===== src/pkg/sdi12_responder_cfg.svh =====
// constants for the sdi12 sensor command responder
`ifndef SDI12_RESPONDER_CFG_SVH
`define SDI12_RESPONDER_CFG_SVH

`define SR_NUM_VALUES   9
`define SR_NUM_MEASURED 7
`define SR_NUM_DIGITS   8
`define SR_CMD_MAX      4
`define SR_MEAS_SECONDS 1
`define SR_MEAS_COUNT   9
`define SR_IDENT_LAST   26
`define SR_CRC_INIT     16'h0000
`define SR_CRC_POLY     16'hA001

`define SR_DEC_IRRADIANCE 1
`define SR_DEC_VOLTAGE    4
`define SR_DEC_SENSTEMP   2
`define SR_DEC_TILT       1
`define SR_DEC_BODYTEMP   1
`define SR_DEC_HUMIDITY   1
`define SR_DEC_FLAG       0

`define SR_CH_ZERO  8'h30
`define SR_CH_NINE  8'h39
`define SR_CH_FOUR  8'h34
`define SR_CH_LA    8'h61
`define SR_CH_LZ    8'h7A
`define SR_CH_UA    8'h41
`define SR_CH_UZ    8'h5A
`define SR_CH_M     8'h4D
`define SR_CH_C     8'h43
`define SR_CH_R     8'h52
`define SR_CH_D     8'h44
`define SR_CH_I     8'h49
`define SR_CH_QUERY 8'h3F
`define SR_CH_BANG  8'h21
`define SR_CH_PLUS  8'h2B
`define SR_CH_MINUS 8'h2D
`define SR_CH_DOT   8'h2E
`define SR_CH_CR    8'h0D
`define SR_CH_LF    8'h0A
`define SR_CRC_CHAR 8'h40

`endif


===== src/pkg/sdi12_responder_pkg.sv =====
// types for the sdi12 sensor command responder
package sdi12_responder_pkg;

  typedef struct packed {
    logic            neg;
    logic [7:0][3:0] bcd;
  } value_t;

  typedef struct packed {
    value_t [6:0] vals;
    logic         humAlarm;
    logic         heatAlarm;
  } sensor_vals_t;

  typedef enum logic [5:0] {
    PH_IDLE = 6'h01,
    PH_ADDR = 6'h02,
    PH_BODY = 6'h04,
    PH_CRC  = 6'h08,
    PH_CR   = 6'h10,
    PH_LF   = 6'h20
  } phase_t;

  typedef enum logic [4:0] {
    K_ADDR  = 5'h01,
    K_MEAS  = 5'h02,
    K_CMEAS = 5'h04,
    K_IDENT = 5'h08,
    K_DATA  = 5'h10
  } kind_t;

  typedef struct packed {
    phase_t          phase;
    kind_t           kind;
    logic            inCmd;
    logic            ovf;
    logic [7:0]      rxAddr;
    logic [3:0][7:0] body;
    logic [2:0]      len;
    logic [7:0]      respAddr;
    logic            crcMode;
    logic            addCrc;
    logic            srPending;
    logic            srReady;
    logic [3:0]      valIdx;
    logic [3:0]      valLast;
    logic [3:0]      digPos;
    logic            started;
    logic            dotDone;
    logic [4:0]      txtIdx;
    logic [1:0]      crcIdx;
    logic [15:0]     crc;
    logic            txValid;
    logic [7:0]      txData;
    logic            measStart;
  } state_t;

endpackage


===== src/sdi12_sensor_command_responder.sv =====
// sdi12 sensor command interpreter: parses addressed commands, sends framed responses
`timescale 1ns/100ps
`include "sdi12_responder_cfg.svh"
// What this block does
// - any measure request M, C, MC, CC, R0, RC0 with own address is acted on
// - crc variants append a three character crc to the data responses
// - continuous read returns all current values in one response, no start step
// - first data request gives irradiance with one decimal
// - second gives output voltage, four decimals, and sensor temperature, two decimals
// - third gives x and y tilt angles, one decimal each, signed
// - fourth gives body temperature and enclosure humidity, one decimal each
// - fifth gives humidity and dome heating flags, zero normal, one abnormal
// - identify answer: address, version 14, company, model, version, serial
// - address query answers with the configured address, or with 0 when that is not a valid address
// - every response ends with carriage return then line feed
// - address is one character 0-9, a-z or A-Z
module sdi12_sensor_command_responder
  import sdi12_responder_pkg::*;
#(
  parameter logic [9:0]  MEAS_SECONDS = 10'(`SR_MEAS_SECONDS),
  parameter logic [63:0] COMPANY      = 64'h5645_4E44_4F52_5858, // arbitrary
  parameter logic [47:0] MODEL        = 48'h4D4F_4445_4C31,      // arbitrary
  parameter logic [23:0] SENS_VER     = 24'h3130_30,             // arbitrary
  parameter logic [63:0] SERIAL       = 64'h3030_3030_3030_3031  // arbitrary
) (
  input  wire logic         sys_clk,
  input  wire logic         resetn,
  input  wire logic         ce,
  input  wire logic [7:0]   addrCfg,
  input  wire logic         rxValid,
  input  wire logic [7:0]   rxData,
  output logic              txValid,
  output logic [7:0]        txData,
  input  wire logic         txReady,
  output logic              measStart,
  input  wire logic         measDone,
  input  wire sensor_vals_t sensorVals
);

  localparam logic [215:0] IDENT = {`SR_CH_ZERO + 8'h01, `SR_CH_FOUR,
                                    COMPANY, MODEL, SENS_VER, SERIAL};
  localparam logic [3:0] DEC [`SR_NUM_VALUES] = '{
    4'(`SR_DEC_IRRADIANCE), 4'(`SR_DEC_VOLTAGE), 4'(`SR_DEC_SENSTEMP),
    4'(`SR_DEC_TILT), 4'(`SR_DEC_TILT), 4'(`SR_DEC_BODYTEMP),
    4'(`SR_DEC_HUMIDITY), 4'(`SR_DEC_FLAG), 4'(`SR_DEC_FLAG)};
  localparam logic [3:0] T_HUND = 4'(MEAS_SECONDS / 100);
  localparam logic [3:0] T_TENS = 4'((MEAS_SECONDS / 10) % 10);
  localparam logic [3:0] T_ONES = 4'(MEAS_SECONDS % 10);
  localparam logic [3:0] N_COUNT = 4'(`SR_MEAS_COUNT);

  state_t s;
  state_t n;
  value_t allVals [`SR_NUM_VALUES];

  genvar g;
  generate
    for (g = 0; g < `SR_NUM_MEASURED; g++) begin : gVals
      assign allVals[g] = sensorVals.vals[g];
    end
  endgenerate
  assign allVals[7] = '{neg: 1'b0, bcd: {28'h0, 3'h0, sensorVals.humAlarm}};
  assign allVals[8] = '{neg: 1'b0, bcd: {28'h0, 3'h0, sensorVals.heatAlarm}};

  function automatic logic validAddr(input logic [7:0] c);
    validAddr = (c >= `SR_CH_ZERO && c <= `SR_CH_NINE) ||
                (c >= `SR_CH_LA && c <= `SR_CH_LZ) ||
                (c >= `SR_CH_UA && c <= `SR_CH_UZ);
  endfunction

  function automatic logic [15:0] crcByte(input logic [15:0] c, input logic [7:0] b);
    logic [15:0] r;
    r = c ^ {8'h00, b};
    for (int k = 0; k < 8; k++) begin
      r = r[0] ? ((r >> 1) ^ `SR_CRC_POLY) : (r >> 1);
    end
    crcByte = r;
  endfunction

  function automatic state_t startResp(input state_t st, input kind_t k,
                                       input logic [7:0] a, input logic [3:0] first,
                                       input logic [3:0] last, input logic withCrc);
    state_t r;
    r          = st;
    r.phase    = PH_ADDR;
    r.kind     = k;
    r.respAddr = a;
    r.valIdx   = first;
    r.valLast  = last;
    r.addCrc   = withCrc;
    r.digPos   = 4'h0;
    r.started  = 1'b0;
    r.dotDone  = 1'b0;
    r.txtIdx   = 5'h00;
    r.crcIdx   = 2'h0;
    r.crc      = `SR_CRC_INIT;
    startResp  = r;
  endfunction

  logic [7:0] ownAddr;
  assign ownAddr = validAddr(addrCfg) ? addrCfg : `SR_CH_ZERO;

  logic       adv;
  logic       emit;
  logic [7:0] eByte;
  logic [7:0] b0;
  logic [7:0] b1;
  logic [7:0] b2;
  logic [2:0] dn;
  value_t     cur;
  logic [3:0] curDec;
  logic [3:0] intN;
  logic [2:0] di;
  logic [3:0] dig;
  logic       lastTxt;

  assign adv = !s.txValid || txReady;
  assign b0  = s.body[0];
  assign b1  = s.body[1];
  assign b2  = s.body[2];
  assign dn  = 3'(b1 - `SR_CH_ZERO);

  always_comb begin
    n           = s;
    n.measStart = 1'b0;
    emit        = 1'b0;
    eByte       = 8'h00;
    cur         = allVals[s.valIdx];
    curDec      = DEC[s.valIdx];
    intN        = 4'(`SR_NUM_DIGITS) - curDec;
    di          = 3'(s.digPos - 4'h1);
    dig         = cur.bcd[3'h7 - di];
    lastTxt     = 1'b0;
    if (measDone && s.srPending) begin
      n.srReady   = 1'b1;
      n.srPending = 1'b0;
    end
    case (s.phase)
      PH_IDLE: begin
        if (s.srReady && !s.inCmd && !rxValid) begin
          n         = startResp(n, K_ADDR, ownAddr, 4'h0, 4'h0, 1'b0);
          n.srReady = 1'b0;
        end else if (rxValid) begin
          if (!s.inCmd) begin
            n.inCmd  = 1'b1;
            n.rxAddr = rxData;
            n.len    = 3'h0;
            n.ovf    = 1'b0;
          end else if (rxData != `SR_CH_BANG) begin
            if (s.len == 3'(`SR_CMD_MAX)) begin
              n.ovf = 1'b1;
            end else begin
              n.body[s.len[1:0]] = rxData;
              n.len              = s.len + 3'h1;
            end
          end else begin
            n.inCmd = 1'b0;
            if (s.ovf) begin
              n.inCmd = 1'b0;
            end else if (s.rxAddr == `SR_CH_QUERY && s.len == 3'h0) begin
              n = startResp(n, K_ADDR, ownAddr, 4'h0, 4'h0, 1'b0);
            end else if (s.rxAddr == ownAddr) begin
              if (s.len == 3'h0) begin
                n = startResp(n, K_ADDR, ownAddr, 4'h0, 4'h0, 1'b0);
              end else if (s.len == 3'h1 && b0 == `SR_CH_I) begin
                n = startResp(n, K_IDENT, ownAddr, 4'h0, 4'h0, 1'b0);
              end else if ((s.len == 3'h1 || (s.len == 3'h2 && b1 == `SR_CH_C)) &&
                           (b0 == `SR_CH_M || b0 == `SR_CH_C)) begin
                n = startResp(n, (b0 == `SR_CH_M) ? K_MEAS : K_CMEAS,
                              ownAddr, 4'h0, 4'h0, 1'b0);
                n.crcMode   = (s.len == 3'h2);
                n.measStart = 1'b1;
                n.srPending = (b0 == `SR_CH_M);
                n.srReady   = 1'b0;
              end else if (b0 == `SR_CH_R && ((s.len == 3'h2 && b1 == `SR_CH_ZERO) ||
                           (s.len == 3'h3 && b1 == `SR_CH_C && b2 == `SR_CH_ZERO))) begin
                n = startResp(n, K_DATA, ownAddr, 4'h0, 4'(`SR_NUM_VALUES - 1),
                              s.len == 3'h3);
              end else if (s.len == 3'h2 && b0 == `SR_CH_D &&
                           b1 >= `SR_CH_ZERO && b1 <= `SR_CH_FOUR) begin
                n = startResp(n, K_DATA, ownAddr,
                              (dn == 3'h0) ? 4'h0 : 4'({dn, 1'b0} - 4'h1),
                              4'({dn, 1'b0}), s.crcMode);
              end
            end
          end
        end
      end
      PH_ADDR: begin
        if (adv) begin
          emit    = 1'b1;
          eByte   = s.respAddr;
          n.phase = (s.kind != K_ADDR) ? PH_BODY : PH_CR;
        end
      end
      PH_BODY: begin
        if (adv) begin
          case (s.kind)
            K_MEAS, K_CMEAS: begin
              emit = 1'b1;
              case (s.txtIdx)
                5'h00:   eByte = `SR_CH_ZERO + {4'h0, T_HUND};
                5'h01:   eByte = `SR_CH_ZERO + {4'h0, T_TENS};
                5'h02:   eByte = `SR_CH_ZERO + {4'h0, T_ONES};
                5'h03:   eByte = (s.kind == K_CMEAS) ? `SR_CH_ZERO
                                                     : `SR_CH_ZERO + {4'h0, N_COUNT};
                default: eByte = `SR_CH_ZERO + {4'h0, N_COUNT};
              endcase
              lastTxt = (s.kind == K_MEAS) ? (s.txtIdx == 5'h03) : (s.txtIdx == 5'h04);
            end
            K_IDENT: begin
              emit    = 1'b1;
              eByte   = IDENT[8'd215 - {s.txtIdx, 3'h0} -: 8];
              lastTxt = (s.txtIdx == 5'(`SR_IDENT_LAST));
            end
            K_DATA: begin
              if (s.digPos == 4'h0) begin
                emit     = 1'b1;
                eByte    = cur.neg ? `SR_CH_MINUS : `SR_CH_PLUS;
                n.digPos = 4'h1;
              end else if ({1'b0, di} == intN && !s.dotDone && curDec != 4'h0) begin
                emit      = 1'b1;
                eByte     = `SR_CH_DOT;
                n.dotDone = 1'b1;
              end else begin
                if ({1'b0, di} >= intN - 4'h1 || dig != 4'h0 || s.started) begin
                  emit      = 1'b1;
                  eByte     = `SR_CH_ZERO + {4'h0, dig};
                  n.started = 1'b1;
                end
                if (di == 3'h7) begin
                  if (s.valIdx == s.valLast) begin
                    n.phase = s.addCrc ? PH_CRC : PH_CR;
                  end else begin
                    n.valIdx  = s.valIdx + 4'h1;
                    n.digPos  = 4'h0;
                    n.started = 1'b0;
                    n.dotDone = 1'b0;
                  end
                end else begin
                  n.digPos = s.digPos + 4'h1;
                end
              end
            end
            default: n.phase = PH_CR;
          endcase
          if (s.kind != K_DATA) begin
            n.txtIdx = s.txtIdx + 5'h01;
            if (lastTxt) begin
              n.phase = PH_CR;
            end
          end
        end
      end
      PH_CRC: begin
        if (adv) begin
          emit = 1'b1;
          case (s.crcIdx)
            2'h0:    eByte = `SR_CRC_CHAR | {4'h0, s.crc[15:12]};
            2'h1:    eByte = `SR_CRC_CHAR | {2'h0, s.crc[11:6]};
            default: eByte = `SR_CRC_CHAR | {2'h0, s.crc[5:0]};
          endcase
          n.crcIdx = s.crcIdx + 2'h1;
          if (s.crcIdx == 2'h2) begin
            n.phase = PH_CR;
          end
        end
      end
      PH_CR: begin
        if (adv) begin
          emit    = 1'b1;
          eByte   = `SR_CH_CR;
          n.phase = PH_LF;
        end
      end
      PH_LF: begin
        if (adv) begin
          emit    = 1'b1;
          eByte   = `SR_CH_LF;
          n.phase = PH_IDLE;
        end
      end
      default: n.phase = PH_IDLE;
    endcase
    if (adv) begin
      n.txValid = emit;
      if (emit) begin
        n.txData = eByte;
      end
      if (emit && (s.phase == PH_ADDR || s.phase == PH_BODY)) begin
        n.crc = crcByte(s.crc, eByte);
      end
    end
  end

  always_ff @(posedge sys_clk or negedge resetn) begin
    if (!resetn) begin
      s       <= '0;
      s.phase <= PH_IDLE;
      s.kind  <= K_ADDR;
    end else if (ce) begin
      s <= n;
    end
  end

  assign txValid   = s.txValid;
  assign txData    = s.txData;
  assign measStart = s.measStart;

endmodule // sdi12_sensor_command_responder


===== config.mk =====
export PLATFORM = sky130hd
export DESIGN_NAME = sdi12_sensor_command_responder
export DESIGN_NICKNAME = d
export VERILOG_FILES = /design/src/pkg/sdi12_responder_pkg.sv /design/src/sdi12_sensor_command_responder.sv
export VERILOG_INCLUDE_DIRS = /design/src /design/src/pkg
export SDC_FILE = /design/constraint.sdc
export NUM_CORES = 1
export LEC_CHECK = 0
export BUFFER_PORTS_ARGS = -buffer_cell sky130_fd_sc_hd__buf_2
export CAP_MARGIN = 30
export CORE_MARGIN = 4
export CORE_UTILIZATION = 54
export CTS_BUF_LIST = sky130_fd_sc_hd__clkbuf_4 sky130_fd_sc_hd__clkbuf_8 sky130_fd_sc_hd__clkbuf_16
export CTS_CLUSTER_DIAMETER = 40
export DETAILED_ROUTE_END_ITERATION = 8
export GPL_TIMING_DRIVEN = 0
export PLACE_DENSITY_LB_ADDON = 0.05
export SLEW_MARGIN = 10
export SYNTH_ARGS = -nofsm -noshare
export SYNTH_HDL_FRONTEND = slang
export SYNTH_SLANG_ARGS = --single-unit

===== constraint.sdc =====
create_clock -name sys_clk -period 5 [get_ports sys_clk]
set_input_delay 0.25 -clock sys_clk [delete_from_list [all_inputs] [get_ports sys_clk]]
set_output_delay 0.25 -clock sys_clk [all_outputs]
set_load 0.1 [all_outputs]

==> flow_metrics.py <==
metrics = {
    "global_route": {
        "global_route_wire_length_before_repair_mm": 46.7,
        "grt_start_max_net_pins": 88,
        "first_global_vias": 8781,
        "grt_usage_pct": 31.7,
        "number_of_antenna_violations_at_the_first_check_in_global_routing": 2,
        "globalRouteOverflowTotal": 0,
    },
    "floorplan": {
        "die-area_sq_um": 19000,
        "row_count": 47,
        "design.core.area_sq_um": 16600,
        "dieHeight_microns": 138,
        "dieWidth_microns": 138,
        "io_pins": 265,
        "initial_utilization_pct": 54.9,
    },
    "clock_tree": {
        "cts_tree": "built",
        "clock_latency_ps": 360,
        "cts_buffer_depth": 2,
        "clkSlewWorstSetupHoldPaths_ps": 80,
        "tritoncts.num_buffers": 9,
        "tritoncts_num_sinks": 106,
        "cts_root_buffer": "clkbuf_16",
        "htree_levels": 3,
    },
    "drt": {
        "drt_drc_violations_left": 0,
        "met3RoutedLength_mm": 2.66,
        "first_pass_iters": 5,
        "drt-vias-per-instance": 6.14,
        "route.vias.total": 9117,
        "first_iter_violations": 821,
        "wl_per_cell_microns": 20.8,
        "detail-route-antenna-nets": 0,
        "met2_length_mm": 14.2,
        "met1_length_mm": 13.0,
        "wl_final_mm": 30.8,
        "uppermost_layer_routed": "met5",
    },
    "placed_design": {
        "io_buffer_count": 264,
        "dp_worst_setup_slack_ps": -355,
        "dp.final_hpwl_mm": 24.5,
        "dpl_cell_area_sq_um": 10700,
        "gp_congestion": 0.969,
        "instance_count_after_placement_with_tap_cells_included": 1459,
    },
    "synth": {
        "most_frequent_cell_after_synthesis": "dfrtp_1",
        "synth_area_leaders": "dfrtp_1 (29%), mux2_2 (8.3%), mux4_2 (5.7%)",
        "synth-seq-area-share_pct": 29.1,
        "synth_edf_count": 0,
        "post-synth-top-area-cell": "dfrtp_1",
        "mappedNetlistNets": 1254,
        "yosysTopAreaCellShare_pct": 28.6,
        "synth-main-ff-cell": "dfrtp_1",
        "synth_cells": 973,
        "syn_area_per_cell_sq_um": 9.36,
        "post_synthesis_register_bit_count": 106,
        "synthArstFlopShare_pct": 100,
        "ys_top_cells_by_count": "dfrtp_1 (104), nand2_1 (83), nor2_1 (69)",
        "synthesis.area_sq_um": 9110,
        "synth_cell_types": 83,
        "yosysWarnings": 0,
    },
    "setup_path": {
        "critical_path_required_ps": 5250,
        "critical_path_fanouts_max": 10,
        "worst_setup_path_end_kind": "flop",
        "critPathLaunchType": "flop",
        "worst-setup-path-type": "reg2reg",
        "cp.arrival_ps": 5070,
    },
    "min_path": {
        "hold_path.class": "in2reg",
    },
    "sta": {
        "layout_setup_ws_ps": 184,
        "period_minus_slack_ps": 4820,
        "timing_max_transition_violations_final": 0,
        "timing.slew.headroom_pct": 50.2,
        "share_of_the_clock_period_used_by_the_worst_path_pct": 96.3,
        "fin_tns_setup_ps": 0,
        "setup_violations": 0,
        "clock.fmax_mhz": 208,
        "worst_clock_skew_ps": 6.41,
        "worst_margin_slew_ps": 744,
        "hold_violations": 0,
    },
    "power": {
        "p_clk_share_pct": 18.4,
        "ir_drop_mv": 0.275,
        "p_comb_share_pct": 54.2,
        "int_pwr_uw": 2490,
        "p_leak_uw": 0.00519,
        "p_seq_share_pct": 27.4,
        "p_sw_share_pct": 40.8,
        "power_density_nw_per_um2": 373,
        "fin_total_pwr_uw": 4210,
        "p_sw_uw": 1720,
    },
    "run_status": {
        "status": "finished, final reports clean",
    },
    "final_layout": {
        "areaGrowthSynthToFinish_pct": 23.7,
        "layout-drive-gt1-share_pct": 36.1,
        "finalNetCount": 1539,
        "final_cell_area_sq_um": 11300,
        "finalNonFillerCells": 1484,
    },
    "flow_run": {
        "maxCapViolations": 0,
    },
}
worst max-delay path, stage by stage (launching register included):
cell and delay, ps:
dfrtp_2 380, buf_8 190, inv_2 100, buf_2 210, ha_1 320, nand2b_1 90, a21oi_4 220, inv_1 110
ha_1 230, ha_1 360, xor2_1 180, o2111ai_4 190, nand2_4 130, o31ai_4 230, o211ai_1 210, xor2_1 320
xnor3_1 410, xnor3_2 450, xor2_1 160, a22o_1 210
power by group through the flow:
stage	logic (uW)	clock network, uW	registers (uW)
after floorplan	1590	0	1130
after global placement	2100	0	1160
after detailed placement	2130	0	1170
after CTS	2180	781	1150
after global routing	2480	819	1170
final	2280	772	1150
worst paths after layout:
path	cells after the start	slack, ps	startpoint	endpoint
setup / recovery	19	180	s[43]	s[24]
hold / removal	3	180	addrCfg[2]	s[53]
setup reg to reg	19	180	s[43]	s[24]
hold reg to reg	2	480	txData[6]	txData[6]
max in group asynchronous	3	4000	resetn	s[43]
min in group asynchronous	2	290	resetn	txData[6]
area by class of cell:
type	count	area, sq um
Fill cell	1419	5310
Clock buffer	9	225
Clock inverter	7	93.8
Buffer	64	379
Tap cell	220	275
Antenna cell	1	2.50
Inverter	36	135
Sequential cell	106	2660
Timing Repair Buffer	277	1450
Multi-Input combinational cell	764	6060
flip-flops by register name (all words and copies together) (netlist names):
signal	flops
s	72
b0	8
b1	8
b2	8
txData	8
measStart	1
txValid	1
stage by stage:
stage                     util (%)  hold slack, ps
after CTS                     67.1             173
final                         68.0             177
after floorplan                  -           -45.6
after detailed placement      64.8             107
after global placement        64.6             464
after global routing          68.0             182
layer usage:
layer  vias up  GRT usage [%]
met1      4346           42.6
met5         -              0
li1       4263              -
met2       436           51.8
met4         2           8.40
met3        70           7.37
layout by cell type (no fill, tap or decap), drive strengths merged, types with 31 or more instances in the layout:
master	Yosys	final
o21ai	56	56
a21oi	31	31
nor2	69	69
buf	38	314
dfrtp	104	104
mux2	68	68
inv	35	38
nand2	83	83
mux2i	31	31
clkbuf	29	35
repair_timing:
| action | CTS | global route |
|---|---|---|
| buffers inserted | 2 | 8 |
| cloned | 0 | 0 |
| endpoints found under the setup margin | 13 | 23 |
| hold buffers | 1 | 0 |
| endpoints found under the hold margin | 19 | 0 |
| resized for setup | 8 | 13 |
| pin swaps | 3 | 11 |
logic make-up (layout without fill, tap and decap cells):
kind of cell,after synthesis,count (layout),share of synthesized area [%]
AOI/OAI and AO/OA,261,261,21.1
xor gates and xnor gates,43,43,4.68
adders and majority gates,26,26,3.57
buffers and inverters,103,393,5.73
DFF,106,106,29.1
muxes,125,125,18.4
other,0,1,0
and+or+nand+nor,309,309,17.3
No activity file was read; power rests on OpenSTA's default activity.
